`src/fpmd_pkg.sv`:
```
// constants, key codes and display modes of the front-panel message display
package fpmd_pkg;
	localparam int DISP_CHARS = 16;
	localparam int CHAR_W = 8;
	localparam int LEVEL_W = 2;
	localparam int KEY_W = 5;
	localparam int TIMER_W = 40;

	// keypad codes presented on key_code
	localparam logic [4:0] KEY_DIGIT_MAX = 5'h09;
	localparam logic [4:0] KEY_POINT = 5'h0a;
	localparam logic [4:0] KEY_CLEAR = 5'h0b;
	localparam logic [4:0] KEY_DASH = 5'h0c;
	localparam logic [4:0] KEY_UP = 5'h0d;
	localparam logic [4:0] KEY_DOWN = 5'h0e;
	localparam logic [4:0] KEY_ENTER = 5'h0f;
	localparam logic [4:0] KEY_SET = 5'h10;
	localparam logic [4:0] KEY_ACT = 5'h11;
	localparam logic [4:0] KEY_INF = 5'h12;
	localparam logic [4:0] KEY_END = 5'h13;

	// per-position brightness codes
	localparam logic [1:0] LVL_OFF = 2'h0;
	localparam logic [1:0] LVL_DIM = 2'h1;
	localparam logic [1:0] LVL_HALF = 2'h2;
	localparam logic [1:0] LVL_MAX = 2'h3;

	localparam logic [7:0] CH_SPACE = 8'h20;
	localparam logic [7:0] CH_ZERO = 8'h30;
	localparam logic [7:0] CH_POINT = 8'h2e;
	localparam int TRIP_WORD_CHARS = 4;
	localparam int ENTRY_CHARS = 8;
	localparam logic [3:0] ENTRY_LEN_MAX = 4'h8;

	// timing
	localparam longint CLK_HZ = 250_000_000;
	localparam longint TIMEOUT_MIN = 15;
	localparam longint BLINK_HALF_MS = 500;
	localparam longint TIMEOUT_CYC = TIMEOUT_MIN * 60 * CLK_HZ;
	localparam longint BLINK_CYC = BLINK_HALF_MS * CLK_HZ / 1000;

	typedef enum logic [2:0] {
		FPMD_BLANK,
		FPMD_INIT,
		FPMD_TRIP,
		FPMD_FAIL,
		FPMD_WARN,
		FPMD_KEY
	} fpmd_mode_t;
endpackage

```
`src/fpmd_timer_if.sv`:
```
// control and expiry signals between the display core and an interval timer
`timescale 1ns/1ps
interface fpmd_timer_if;
	logic restart;
	logic run;
	logic expired;
	modport owner (output restart, output run, input expired);
	modport timer (input restart, input run, output expired);
endinterface // fpmd_timer_if

```
`src/fpmd_display.sv`:
```
// front-panel message display controller: key echo, notices, brightness, blanking
`timescale 1ns/1ps
module fpmd_display #(
	parameter logic [fpmd_pkg::TIMER_W-1:0] TIMEOUT_CYCLES = fpmd_pkg::TIMER_W'(fpmd_pkg::TIMEOUT_CYC),
	parameter logic [fpmd_pkg::TIMER_W-1:0] BLINK_CYCLES = fpmd_pkg::TIMER_W'(fpmd_pkg::BLINK_CYC)
) (
	input wire logic sys_clk,
	input wire logic reset,
	input wire logic key_valid,
	input wire logic [fpmd_pkg::KEY_W-1:0] key_code,
	input wire logic init_busy,
	input wire logic trip_event,
	input wire logic [23:0] trip_fault_type,
	input wire logic [23:0] trip_kind,
	input wire logic [11:0] trip_dist_bcd,
	input wire logic nv_trip_valid,
	input wire logic fail_event,
	input wire logic [11:0] fail_code_bcd,
	input wire logic warn_event,
	input wire logic [11:0] warn_code_bcd,
	output logic [fpmd_pkg::DISP_CHARS*fpmd_pkg::CHAR_W-1:0] disp_text,
	output logic [fpmd_pkg::DISP_CHARS*fpmd_pkg::LEVEL_W-1:0] disp_level,
	output logic nv_trip_save,
	output logic nv_trip_erase
);
	localparam int LINE_W = fpmd_pkg::DISP_CHARS * fpmd_pkg::CHAR_W;
	localparam int LVL_LINE_W = fpmd_pkg::DISP_CHARS * fpmd_pkg::LEVEL_W;
	localparam int HALF_W = LINE_W / 2;

	fpmd_timer_if idle_tif();
	fpmd_timer_if blink_tif();

	fpmd_timer #(.INTERVAL(TIMEOUT_CYCLES)) u_idle_timer (
		.sys_clk(sys_clk),
		.reset(reset),
		.tif(idle_tif.timer)
	);

	fpmd_timer #(.INTERVAL(BLINK_CYCLES)) u_blink_timer (
		.sys_clk(sys_clk),
		.reset(reset),
		.tif(blink_tif.timer)
	);

	// three bcd digits to ascii
	function automatic logic [23:0] fpmd_bcd3(input logic [11:0] bcd);
		fpmd_bcd3 = {fpmd_pkg::CH_ZERO + {4'h0, bcd[11:8]},
			fpmd_pkg::CH_ZERO + {4'h0, bcd[7:4]},
			fpmd_pkg::CH_ZERO + {4'h0, bcd[3:0]}};
	endfunction

	// abbreviated word shown for a function key
	function automatic logic [HALF_W-1:0] fpmd_word(input logic [fpmd_pkg::KEY_W-1:0] code);
		case (code)
			fpmd_pkg::KEY_DASH: fpmd_word = "SPARE   ";
			fpmd_pkg::KEY_UP: fpmd_word = "NEXT    ";
			fpmd_pkg::KEY_DOWN: fpmd_word = "PREV    ";
			fpmd_pkg::KEY_SET: fpmd_word = "SET     ";
			fpmd_pkg::KEY_ACT: fpmd_word = "ACT     ";
			fpmd_pkg::KEY_INF: fpmd_word = "INF     ";
			fpmd_pkg::KEY_END: fpmd_word = "END     ";
			default: fpmd_word = "KEY     ";
		endcase
	endfunction

	fpmd_pkg::fpmd_mode_t mode_reg, mode_next;
	logic [HALF_W-1:0] word_reg, word_next;
	logic [HALF_W-1:0] entry_reg, entry_next;
	logic [3:0] entry_len_reg, entry_len_next;
	logic entry_stored_reg, entry_stored_next;
	logic [LINE_W-1:0] notice_reg, notice_next;
	logic init_prev_reg, init_prev_next;
	logic blink_on_reg, blink_on_next;
	logic nv_save_reg, nv_save_next;
	logic nv_erase_reg, nv_erase_next;
	logic [LINE_W-1:0] text_reg, text_next;
	logic [LVL_LINE_W-1:0] level_reg, level_next;
	logic [LINE_W-1:0] trip_line;
	logic notice_mode;

	// trip text built from the record, also used when restoring after restart
	assign trip_line = {"TRIP", fpmd_pkg::CH_SPACE, trip_fault_type, fpmd_pkg::CH_SPACE, trip_kind,
		fpmd_pkg::CH_SPACE, fpmd_bcd3(trip_dist_bcd)};

	assign notice_mode = (mode_reg == fpmd_pkg::FPMD_TRIP) || (mode_reg == fpmd_pkg::FPMD_FAIL)
		|| (mode_reg == fpmd_pkg::FPMD_WARN);

	// idle timer runs only on key-driven content and restarts with each key
	assign idle_tif.run = (mode_reg == fpmd_pkg::FPMD_KEY) && !notice_mode;
	assign idle_tif.restart = key_valid;
	assign blink_tif.run = 1'b1;
	assign blink_tif.restart = trip_event;

	// mode sequencing: init, then events, then keys; a trip outranks a key, as does a fail or warning not blocked by a higher notice
	always_comb begin
		mode_next = mode_reg;
		word_next = word_reg;
		entry_next = entry_reg;
		entry_len_next = entry_len_reg;
		entry_stored_next = entry_stored_reg;
		notice_next = notice_reg;
		init_prev_next = init_busy;
		blink_on_next = blink_on_reg;
		nv_save_next = 1'b0;
		nv_erase_next = 1'b0;
		if (blink_tif.expired) begin
			blink_on_next = !blink_on_reg;
		end
		if (init_busy) begin
			mode_next = fpmd_pkg::FPMD_INIT;
		end else if (init_prev_reg && nv_trip_valid && !trip_event) begin
			// a fresh trip at init end must fall through, or it would never be saved
			mode_next = fpmd_pkg::FPMD_TRIP;
			notice_next = trip_line;
			blink_on_next = 1'b1;
		end else if (init_prev_reg && !trip_event && !fail_event && !warn_event) begin
			mode_next = fpmd_pkg::FPMD_BLANK;
		end else if (trip_event) begin
			mode_next = fpmd_pkg::FPMD_TRIP;
			notice_next = trip_line;
			blink_on_next = 1'b1;
			nv_save_next = 1'b1;
		end else if (fail_event && mode_reg != fpmd_pkg::FPMD_TRIP) begin
			mode_next = fpmd_pkg::FPMD_FAIL;
			notice_next = {"FAIL", fpmd_pkg::CH_SPACE, fpmd_bcd3(fail_code_bcd), "        "};
		end else if (warn_event && mode_reg != fpmd_pkg::FPMD_TRIP && mode_reg != fpmd_pkg::FPMD_FAIL) begin
			mode_next = fpmd_pkg::FPMD_WARN;
			notice_next = {"WARN", fpmd_pkg::CH_SPACE, fpmd_bcd3(warn_code_bcd), "        "};
		end else if (key_valid && notice_mode) begin
			// a key removes the notice and is consumed by that removal
			mode_next = fpmd_pkg::FPMD_BLANK;
			nv_erase_next = (mode_reg == fpmd_pkg::FPMD_TRIP);
		end else if (key_valid) begin
			mode_next = fpmd_pkg::FPMD_KEY;
			if (key_code <= fpmd_pkg::KEY_DIGIT_MAX || key_code == fpmd_pkg::KEY_POINT) begin
				// digits shift in from the right; older ones scroll off the left
				entry_next = {entry_reg[HALF_W-fpmd_pkg::CHAR_W-1:0], (key_code == fpmd_pkg::KEY_POINT) ?
					fpmd_pkg::CH_POINT : fpmd_pkg::CH_ZERO + {4'h0, key_code[3:0]}};
				if (entry_stored_reg) begin
					entry_next = {"       ", (key_code == fpmd_pkg::KEY_POINT) ?
						fpmd_pkg::CH_POINT : fpmd_pkg::CH_ZERO + {4'h0, key_code[3:0]}};
				end
				entry_stored_next = 1'b0;
				if (entry_stored_reg) begin
					entry_len_next = 4'h1;
				end else if (entry_len_reg != fpmd_pkg::ENTRY_LEN_MAX) begin
					entry_len_next = entry_len_reg + 4'h1;
				end
			end else if (key_code == fpmd_pkg::KEY_ENTER) begin
				// enter shows STORED over pending input, otherwise ENTERED with the entry cleared
				if (entry_len_reg != 4'h0 && !entry_stored_reg) begin
					word_next = "STORED  ";
					entry_stored_next = 1'b1;
				end else begin
					word_next = "ENTERED ";
					entry_next = "        ";
					entry_len_next = 4'h0;
					entry_stored_next = 1'b0;
				end
			end else if (key_code == fpmd_pkg::KEY_CLEAR) begin
				if (entry_len_reg != 4'h0 && !entry_stored_reg) begin
					entry_next = "        ";
					entry_len_next = 4'h0;
				end else begin
					mode_next = fpmd_pkg::FPMD_BLANK;
				end
			end else begin
				word_next = fpmd_word(key_code);
				entry_next = "        ";
				entry_len_next = 4'h0;
				entry_stored_next = 1'b0;
			end
		end else if (mode_reg == fpmd_pkg::FPMD_KEY && idle_tif.expired) begin
			mode_next = fpmd_pkg::FPMD_BLANK;
		end
		// a blank display forgets the key-driven text
		if (mode_next == fpmd_pkg::FPMD_BLANK) begin
			word_next = "        ";
			entry_next = "        ";
			entry_len_next = 4'h0;
			entry_stored_next = 1'b0;
		end
	end

	// compose the registered line; position 0 is leftmost, in the top byte
	always_comb begin
		text_next = {fpmd_pkg::DISP_CHARS{fpmd_pkg::CH_SPACE}};
		level_next = {fpmd_pkg::DISP_CHARS{fpmd_pkg::LVL_OFF}};
		case (mode_reg)
			fpmd_pkg::FPMD_INIT: begin
				text_next = "  INITIALIZING  ";
				level_next = {fpmd_pkg::DISP_CHARS{fpmd_pkg::LVL_HALF}};
			end
			fpmd_pkg::FPMD_TRIP: begin
				text_next = notice_reg;
				level_next = {fpmd_pkg::DISP_CHARS{fpmd_pkg::LVL_MAX}};
				for (int i = 0; i < fpmd_pkg::TRIP_WORD_CHARS; i++) begin
					if (!blink_on_reg) begin
						level_next[LVL_LINE_W-1-fpmd_pkg::LEVEL_W*i -: fpmd_pkg::LEVEL_W] = fpmd_pkg::LVL_OFF;
					end
				end
			end
			fpmd_pkg::FPMD_FAIL, fpmd_pkg::FPMD_WARN: begin
				text_next = notice_reg;
				level_next = {fpmd_pkg::DISP_CHARS{fpmd_pkg::LVL_HALF}};
			end
			fpmd_pkg::FPMD_KEY: begin
				text_next = {word_reg, entry_reg};
				level_next = {{fpmd_pkg::ENTRY_CHARS{fpmd_pkg::LVL_HALF}},
					{fpmd_pkg::ENTRY_CHARS{entry_stored_reg ? fpmd_pkg::LVL_HALF : fpmd_pkg::LVL_DIM}}};
			end
			default: begin
				text_next = {fpmd_pkg::DISP_CHARS{fpmd_pkg::CH_SPACE}};
			end
		endcase
	end

	// register stage for all state and the outputs
	always_ff @(posedge sys_clk or posedge reset) begin
		if (reset) begin
			mode_reg <= fpmd_pkg::FPMD_BLANK;
			word_reg <= "        ";
			entry_reg <= "        ";
			entry_len_reg <= 4'h0;
			entry_stored_reg <= 1'b0;
			notice_reg <= {fpmd_pkg::DISP_CHARS{fpmd_pkg::CH_SPACE}};
			init_prev_reg <= 1'b0;
			blink_on_reg <= 1'b1;
			nv_save_reg <= 1'b0;
			nv_erase_reg <= 1'b0;
			text_reg <= {fpmd_pkg::DISP_CHARS{fpmd_pkg::CH_SPACE}};
			level_reg <= {fpmd_pkg::DISP_CHARS{fpmd_pkg::LVL_OFF}};
		end else begin
			mode_reg <= mode_next;
			word_reg <= word_next;
			entry_reg <= entry_next;
			entry_len_reg <= entry_len_next;
			entry_stored_reg <= entry_stored_next;
			notice_reg <= notice_next;
			init_prev_reg <= init_prev_next;
			blink_on_reg <= blink_on_next;
			nv_save_reg <= nv_save_next;
			nv_erase_reg <= nv_erase_next;
			text_reg <= text_next;
			level_reg <= level_next;
		end
	end

	assign disp_text = text_reg;
	assign disp_level = level_reg;
	assign nv_trip_save = nv_save_reg;
	assign nv_trip_erase = nv_erase_reg;
endmodule // fpmd_display

```
`src/fpmd_timer.sv`:
```
// interval timer, gated by run and restart, that pulses on expiry and reloads
`timescale 1ns/1ps
module fpmd_timer #(
	parameter logic [fpmd_pkg::TIMER_W-1:0] INTERVAL = 40'h00000003e8
) (
	input wire logic sys_clk,
	input wire logic reset,
	fpmd_timer_if.timer tif
);
	logic [fpmd_pkg::TIMER_W-1:0] count_reg, count_next;
	logic expired_reg, expired_next;

	// count held at zero while stopped, so a resumed interval starts whole
	always_comb begin
		count_next = count_reg;
		expired_next = 1'b0;
		if (tif.restart || !tif.run) begin
			count_next = '0;
		end else if (count_reg >= INTERVAL - 1'b1) begin
			count_next = '0;
			expired_next = 1'b1;
		end else begin
			count_next = count_reg + 1'b1;
		end
	end

	// register stage
	always_ff @(posedge sys_clk or posedge reset) begin
		if (reset) begin
			count_reg <= '0;
			expired_reg <= 1'b0;
		end else begin
			count_reg <= count_next;
			expired_reg <= expired_next;
		end
	end

	assign tif.expired = expired_reg;
endmodule // fpmd_timer

```
`config.mk`:
```
export PLATFORM = sky130hd
export DESIGN_NAME = fpmd_display
export DESIGN_NICKNAME = d
export VERILOG_FILES = /design/src/fpmd_pkg.sv /design/src/fpmd_timer_if.sv /design/src/fpmd_display.sv /design/src/fpmd_timer.sv
export SDC_FILE = /design/constraint.sdc
export NUM_CORES = 1
export LEC_CHECK = 0
export ABC_AREA = 1
export BUFFER_PORTS_ARGS = -buffer_cell sky130_fd_sc_hd__buf_2
export CORE_MARGIN = 1
export CORE_UTILIZATION = 37
export DETAILED_ROUTE_END_ITERATION = 6
export PLACE_DENSITY = 0.53
export SLEW_MARGIN = 10
export SYNTH_ARGS = -nofsm -noshare
export SYNTH_HDL_FRONTEND = slang
export SYNTH_SLANG_ARGS = --single-unit
```
`constraint.sdc`:
```
create_clock -name sys_clk -period 14.5 [get_ports sys_clk]
set_clock_uncertainty 0.2 [all_clocks]
set_input_delay 1.45 -clock sys_clk [delete_from_list [all_inputs] [get_ports sys_clk]]
set_output_delay 1.45 -clock sys_clk [all_outputs]
set_load 0.01 [all_outputs]
```
==> out/results.ini, run 1 <==
[detailed_routing]
avgViaCountPerCell = 4.860
num_vias = 11631
antenna_left = 0
routed_wl_um = 39520
first_pass_iters = 5
drt-wirelength-per-cell_um = 16.51
drtIter0Drc = 717
drc = 0

[grt]
antenna_found_initial = 3
grt_pass1_vias = 11560
grt_max_degree = 130
grt_pass1_wl_um = 63420
grt-ovfl-total = 0
grt_usage_pct = 19.81

[critical_path]
max_stage_delay_ns = 0.60
required_ns = 14.78
critPathSlowestCell = buf_4
cpMostUsedCell = nand2_1
start_kind = primary input
path_cells = buf_2 -> nand2_1 -> nor2_1 -> nor2_1 -> nand2_1 -> nor3_2 -> nand2_1 -> nand3_2 -> buf_4 -> o21ai_2 -> buf_4 -> inv_2 -> nand2_1 -> o21ai_1
path_class = in -> reg
path_max_fanout = 73
cp.arrival_ns = 4.27
cp-end-kind = flip-flop

[yosys]
ys_seq_area_share_pct = 58.02
yosys_register_bits = 340
synth_flop_cell = dfrtp_1
ys.warnings.count = 0
synth_edf_count = 0
syn_area_um2 = 14720
avgSynthCellArea_um2 = 9.017
synthDistinctLibCells = 45
synthCells = 1632
async_flop_share_pct = 100.0

[clock_tree]
cts_made_buffers = 39
post_cts_buffers = 0
cts.clk_slew.worst_paths_ns = 0.06
cts.repair.resized = 0
cts.path.max_buffers = 3
root_buffer = clkbuf_16
cts_htree_levels = 2
holdBufCountCts = 0
clk_latency_ns = 0.56
cts_tree = built
cts_sinks = 340

[cells_and_area]
multiInputGateArea_um2 = 4756
largest_reg_flops = 105
fillers = 3897
area_growth_pct = 18.52
instances_no_fill = 2393
stdcell_area_um2 = 17440
nNetsFinal = 1947
layout-drive-gt1-share_pct = 19.44
regArea_um2 = 8538

[floorplanning]
chipHeight_um = 201.4
std_cell_rows = 72
io_pins = 259
die_area_um2 = 40570
die_w_um = 201.4
initial_core_util_pct = 37.81
core-area_um2 = 38920

[placement]
gp_congestion = 0.8641
post-place-cells = 2323
placed_area_um2 = 16170
port_buffers = 244
dpl.hpwl_um = 26800

[sta]
worst_pin_slew_ns = 1.136
slew_headroom_pct = 24.00
setup-violations-final = 0
min_period_ns = 3.992
setup-tns-final_ns = 0
fmax_ghz = 0.2505
slew_viol_final = 0
hold_viol = 0
rsz0062_at_grt = no
finalCritPeriodShare_pct = 27.53

[pwr]
power.density_nw_per_um2 = 132.2
peakVddDrop_uv = 79.11
p_leak_nw = 8.329

[outcome]
status = completed

[worst_hold_path]
holdCritPathClass = reg -> reg

[run]
drv_cap = 0

## worst max-delay path, delay by kind of cell
family / cells / cell delay [ns]
AND/OR/NAND/NOR: 8 / 1.31
AO/OA/AOI/OAI: 2 / 0.19
buffers and inverters: 4 / 1.30
## final cells by class
cell class                      count  share of cell area, %
Inverter                          242                  5.251
Multi-Input combinational cell    967                  27.27
Sequential cell                   340                  48.96
Clock buffer                       57                  6.442
Clock inverter                     10                 0.8035
Antenna cell                        3                0.04304
Tap cell                          518                  3.716
Timing Repair Buffer              256                  7.518
## cell families (layout without fill, tap and decap cells)
kind of cell               Yosys count  in the layout  synth area share (%)
AOI/OAI and AO/OA                  266            266                 10.23
other                                2             32               0.05104
DFF                                340            340                 58.02
and+or+nand+nor                    637            637                 19.11
xor gates and xnor gates            31             31                 1.845
adders and majority gates            4              4                0.3401
buffers and inverters              352            565                 10.40
## routing by layer
layer / global-route usage (%) / up-vias / wire (um)
met3: 2.964 / 50 / 1688
met5: 0 / - / 0
met2: 31.58 / 288 / 18530
li1: - / 5648 / -
met4: 6.521 / 0 / 922
met1: 27.65 / 5645 / 18370
## metrics by stage
stage | hold slack (ns) | setup WS, ns | utilization (%) | total power [mW]
2_1_floorplan | 0.2218 | 3.466 | - | 1.253
3_3_place_gp | 0.2323 | 10.07 | 41.55 | 1.352
3_5_place_dp | 0.2321 | 9.966 | 41.55 | 1.356
4_1_cts | 0.2416 | 10.55 | 44.79 | 2.341
5_1_grt | 0.2610 | 10.21 | 44.81 | 2.412
6_report | 0.2421 | 10.51 | 44.81 | 2.305
## layout by cell type (no fill, tap or decap), types with 4 or more instances in the layout
cell type	n
dfrtp_1	316
clkbuf_8	8
clkbuf_16	39
conb_1	29
o211ai_1	9
o22ai_1	20
nand3b_1	5
clkbuf_1	10
a21oi_1	42
a22oi_1	16
o21ai_0	92
nor4_1	10
dfstp_2	24
nor2_1	183
inv_2	10
inv_1	229
nand4_1	70
o21ai_1	61
nand3_1	60
nand2_1	253
buf_4	12
ha_1	4
buf_2	244
xor2_1	23
o221ai_1	10
clkinv_2	4
xnor2_1	8
nor3_1	38
## path summary, 6_finish.rpt
| check | startpoint | end | slack, ns | depth (start not counted) |
|---|---|---|---|---|
| worst max-delay path | nv_trip_valid | word_reg[26]$_DFFE_PP0P_ | 10.51 | 14 |
| worst min-delay path | notice_reg[125]$_DFFE_PP1P_ | notice_reg[125]$_DFFE_PP1P_ | 0.24 | 2 |
| worst max register to register | mode_reg[2]$_DFF_PP0_ | word_reg[26]$_DFFE_PP0P_ | 10.60 | 13 |
| worst min register to register | notice_reg[125]$_DFFE_PP1P_ | notice_reg[125]$_DFFE_PP1P_ | 0.24 | 2 |
| max in group asynchronous | reset | u_blink_timer.count_reg[2]$_DFF_PP0_ | 11.66 | 3 |
| min in group asynchronous | reset | u_idle_timer.count_reg[3]$_DFF_PP0_ | 0.88 | 2 |
## Yosys cell counts, types with 2 or more instances
cell / n / share of area (%)
nand3_1: 60 / 2.0
a31oi_1: 3 / 0.13
o21bai_1: 2 / 0.10
or2_2: 3 / 0.13
o211ai_1: 9 / 0.46
nand2_1: 253 / 6.5
clkbuf_1: 41 / 1.0
dfrtp_1: 316 / 54
o22ai_1: 20 / 0.85
o21ai_0: 92 / 3.1
nor3_2: 2 / 0.14
nand4_1: 70 / 3.0
a21oi_1: 42 / 1.4
xor2_1: 23 / 1.4
ha_1: 4 / 0.34
nor3b_1: 3 / 0.15
clkinv_1: 2 / 0.051
nand3_2: 2 / 0.14
inv_2: 10 / 0.26
o21ai_2: 2 / 0.12
buf_2: 17 / 0.58
dfstp_2: 24 / 4.3
o21ai_1: 61 / 2.1
inv_1: 230 / 5.9
a32oi_1: 2 / 0.12
conb_1: 2 / 0.051
nor2_1: 184 / 4.7
nand2_2: 3 / 0.13
o221ai_1: 10 / 0.60
buf_1: 2 / 0.051
nor3_1: 38 / 1.3
nor4_1: 10 / 0.43
nand3b_1: 5 / 0.26
buf_4: 50 / 2.6
o2111ai_1: 3 / 0.18
xnor2_1: 8 / 0.48
a22oi_1: 16 / 0.82
## report_power, final
part	switching (mW)	leakage, nW	total, mW	internal (mW)
clock	0.395	0.618	0.971	0.576
combinational	0.187	3.32	0.271	0.0839
sequential	0.0291	4.39	1.06	1.04
No activity file was read; power rests on OpenSTA's default activity.
==> run 2, diff against run 1 <==
==> constraint.sdc (replaced) <==
create_clock -name sys_clk -period 3.9 [get_ports sys_clk]
set_clock_uncertainty 0.2 [all_clocks]
set_input_delay 0.39 -clock sys_clk [delete_from_list [all_inputs] [get_ports sys_clk]]
set_output_delay 0.39 -clock sys_clk [all_outputs]
set_load 0.01 [all_outputs]
==> run 2 against run 1 <==
Compared with the run above: final cell count grew 3.6%; clock power grew to 3.7 times the previous value; critical path depth is 2 lower; via count rose by 2.3%; register-to-register slack got worse by 10 ns; non-clock buffer count up 84; worst hold slack lost 0.21 ns; global-route usage grew 0.32 points; sequential cell count unchanged; first-iteration DRC count up 22%; power rose to 3.8 times the previous value; sequential power grew to 3.7 times the previous value; critical path type unchanged; critical endpoint is now notice_reg[81]$_DFFE_PP0P_; highest routed layer unchanged.
==> out/results.ini, run 2 (synthesized netlist as in run 1, its figures left out) <==
[critical_path]
path_class = in -> reg
max_stage_delay_ns = 0.59  ; about the same
ff2ff_path_depth = 11  ; -2
required_ns = 4.18  ; -10.60 ns
start_kind = primary input
cp-end-kind = flip-flop
cp.arrival_ns = 3.61  ; -0.66 ns
critPathSlowestCell = dlygate4sd3_1
path_max_fanout = 31  ; -58%
path_cells = dlygate4sd3_1 -> buf_2 -> nor2_1 -> nor2_1 -> nand2_1 -> inv_1 -> nand2_1 -> nand2_2 -> buf_4 -> a21oi_1 -> a22oi_1 -> dlygate4sd3_1

[clock_tree]
root_buffer = clkbuf_16
cts.path.max_buffers = 3  ; unchanged
cts_htree_levels = 2  ; unchanged
clk_latency_ns = 0.57  ; about the same
cts_tree = built
cts.clk_slew.worst_paths_ns = 0.05  ; about the same
cts_made_buffers = 39  ; unchanged
cts_sinks = 340  ; unchanged
cts.repair.resized = 0  ; unchanged

[grt]
grt_usage_pct = 20.13  ; +0.32 points
antenna_found_initial = 2  ; -1
grt-ovfl-total = 0  ; unchanged
grt_max_degree = 95  ; -27%
grt_pass1_wl_um = 64750  ; +2.1%
grt_pass1_vias = 11980  ; +3.6%

[worst_hold_path]
holdCritPathClass = in -> reg
holdPathStages = 5  ; +3

[cells_and_area]
area_growth_pct = 24.50
nNetsFinal = 2031  ; +4.3%
final_common_cell = dfrtp_1
layout-drive-gt1-share_pct = 19.08  ; -0.36 points
stdcell_area_um2 = 18320  ; +5.0%
fillers = 3861  ; -0.92%
layout_common_cells = dfrtp_1 (316), nand2_1 (252), buf_2 (244)
largest_reg_flops = 105  ; unchanged
fin_util_pct = 47.07  ; +2.3 points

[sta]
hold_viol = 0  ; unchanged
worst_pin_slew_ns = 0.7932  ; -0.3427 ns
min_period_ns = 3.333
fmax_ghz = 0.3000
whs_ns = 0.03581  ; -0.2063 ns
setup-violations-final = 0  ; unchanged
rsz0062_at_grt = no
slew_viol_final = 0  ; unchanged
slew_headroom_pct = 47.12  ; +23 points
finalCritPeriodShare_pct = 85.47

[placement]
gp_congestion = 0.8567  ; -0.86%
port_buffers = 244  ; unchanged
placed_area_um2 = 16270  ; +0.63%
dpl.hpwl_um = 27290  ; +1.8%

[outcome]
status = completed

[floorplanning]
core-area_um2 = 38920  ; unchanged
initial_core_util_pct = 37.81  ; unchanged
die_area_um2 = 40570  ; unchanged
die_w_um = 201.4  ; unchanged
io_pins = 259  ; unchanged
chipHeight_um = 201.4  ; unchanged
std_cell_rows = 72  ; unchanged

[detailed_routing]
avgViaCountPerCell = 4.798  ; -1.3%
routed_wl_um = 40060  ; +1.4%
dr.max_layer_used = met4
m1WireLength_um = 18510  ; +0.72%
wl_met3_um = 1904  ; +13%
drt-wirelength-per-cell_um = 16.16  ; -2.1%
drtIter0Drc = 876  ; +22%
first_pass_iters = 5  ; unchanged
num_vias = 11894  ; +2.3%
drc = 0  ; unchanged
antenna_left = 0  ; unchanged
wl_met2_um = 18400  ; -0.73%

[pwr]
peakVddDrop_uv = 270.7  ; +240%
power.density_nw_per_um2 = 474.6  ; +260%
p_leak_nw = 8.701  ; +4.5%

[run]
drv_cap = 0  ; unchanged

run 2: timing repair:
action | 4_1_cts | 5_1_grt
endpoints found under the hold margin | 87 | 0
setup endpoints to repair | 0 | 0
buffers inserted | 0 | 0
hold buffers | 77 | 0
run 2: worst max-delay path, delay by kind of cell:
family / cells / cell delay, ns
and+or+nand+nor: 5 / 0.90
buffers and inverters: 5 / 2.09
AOI/OAI and AO/OA: 2 / 0.23
run 2: power breakdown:
group	leakage [nW]	internal (mW)	switching (mW)	total (mW)
clock	0.625	2.14	1.49	3.63
combinational	3.68	0.389	0.714	1.10
sequential	4.39	3.85	0.110	3.96
total	8.70	6.38	2.32	8.69
run 2: per-layer routing:
| metal | vias up | global-route usage (%) |
|---|---|---|
| met5 | - | 0 |
| met4 | 0 | 7.413 |
| met3 | 74 | 4.033 |
| met2 | 291 | 31.67 |
| met1 | 5707 | 27.48 |
| li1 | 5822 | - |
run 2: area by class of cell:
class | count | area (um^2) | share of cell area [%]
multi-input combinational | 967 | 4758 | 25.97
tap | 518 | 648.1 | 3.538
clock buffer | 58 | 1117 | 6.099
antenna | 1 | 2.502 | 0.01366
sequential | 340 | 8538 | 46.61
inverter | 242 | 912.1 | 4.979
timing repair buffer | 340 | 2185 | 11.92
clock inverter | 13 | 158.9 | 0.8674
run 2: worst paths after layout:
check	from	to	slack [ns]
worst min register to register	notice_reg[125]$_DFFE_PP1P_	notice_reg[125]$_DFFE_PP1P_	0.25
min in group asynchronous	reset	disp_text[78]$_DFF_PP0_	0.27
max in group asynchronous	reset	disp_text[50]$_DFF_PP0_	2.32
worst min-delay path	warn_code_bcd[7]	notice_reg[75]$_DFFE_PP0P_	0.04
worst max-delay path	trip_event	notice_reg[81]$_DFFE_PP0P_	0.57
worst max register to register	init_prev_reg$_DFF_PP0_	notice_reg[81]$_DFFE_PP0P_	0.60
run 2: stage by stage:
stage / power, mW / setup TNS, ns / worst slack (ns) / std cells
2_1_floorplan: 4.660 / -384.56 / -1.217 / 1659
3_3_place_gp: 5.049 / 0 / 0.9490 / 2330
3_5_place_dp: 5.058 / 0 / 0.8555 / 2330
4_1_cts: 8.823 / 0 / 0.5691 / 2478
5_1_grt: 9.103 / 0 / 0.3600 / 2479
6_report: 8.695 / 0 / 0.5666 / 2479
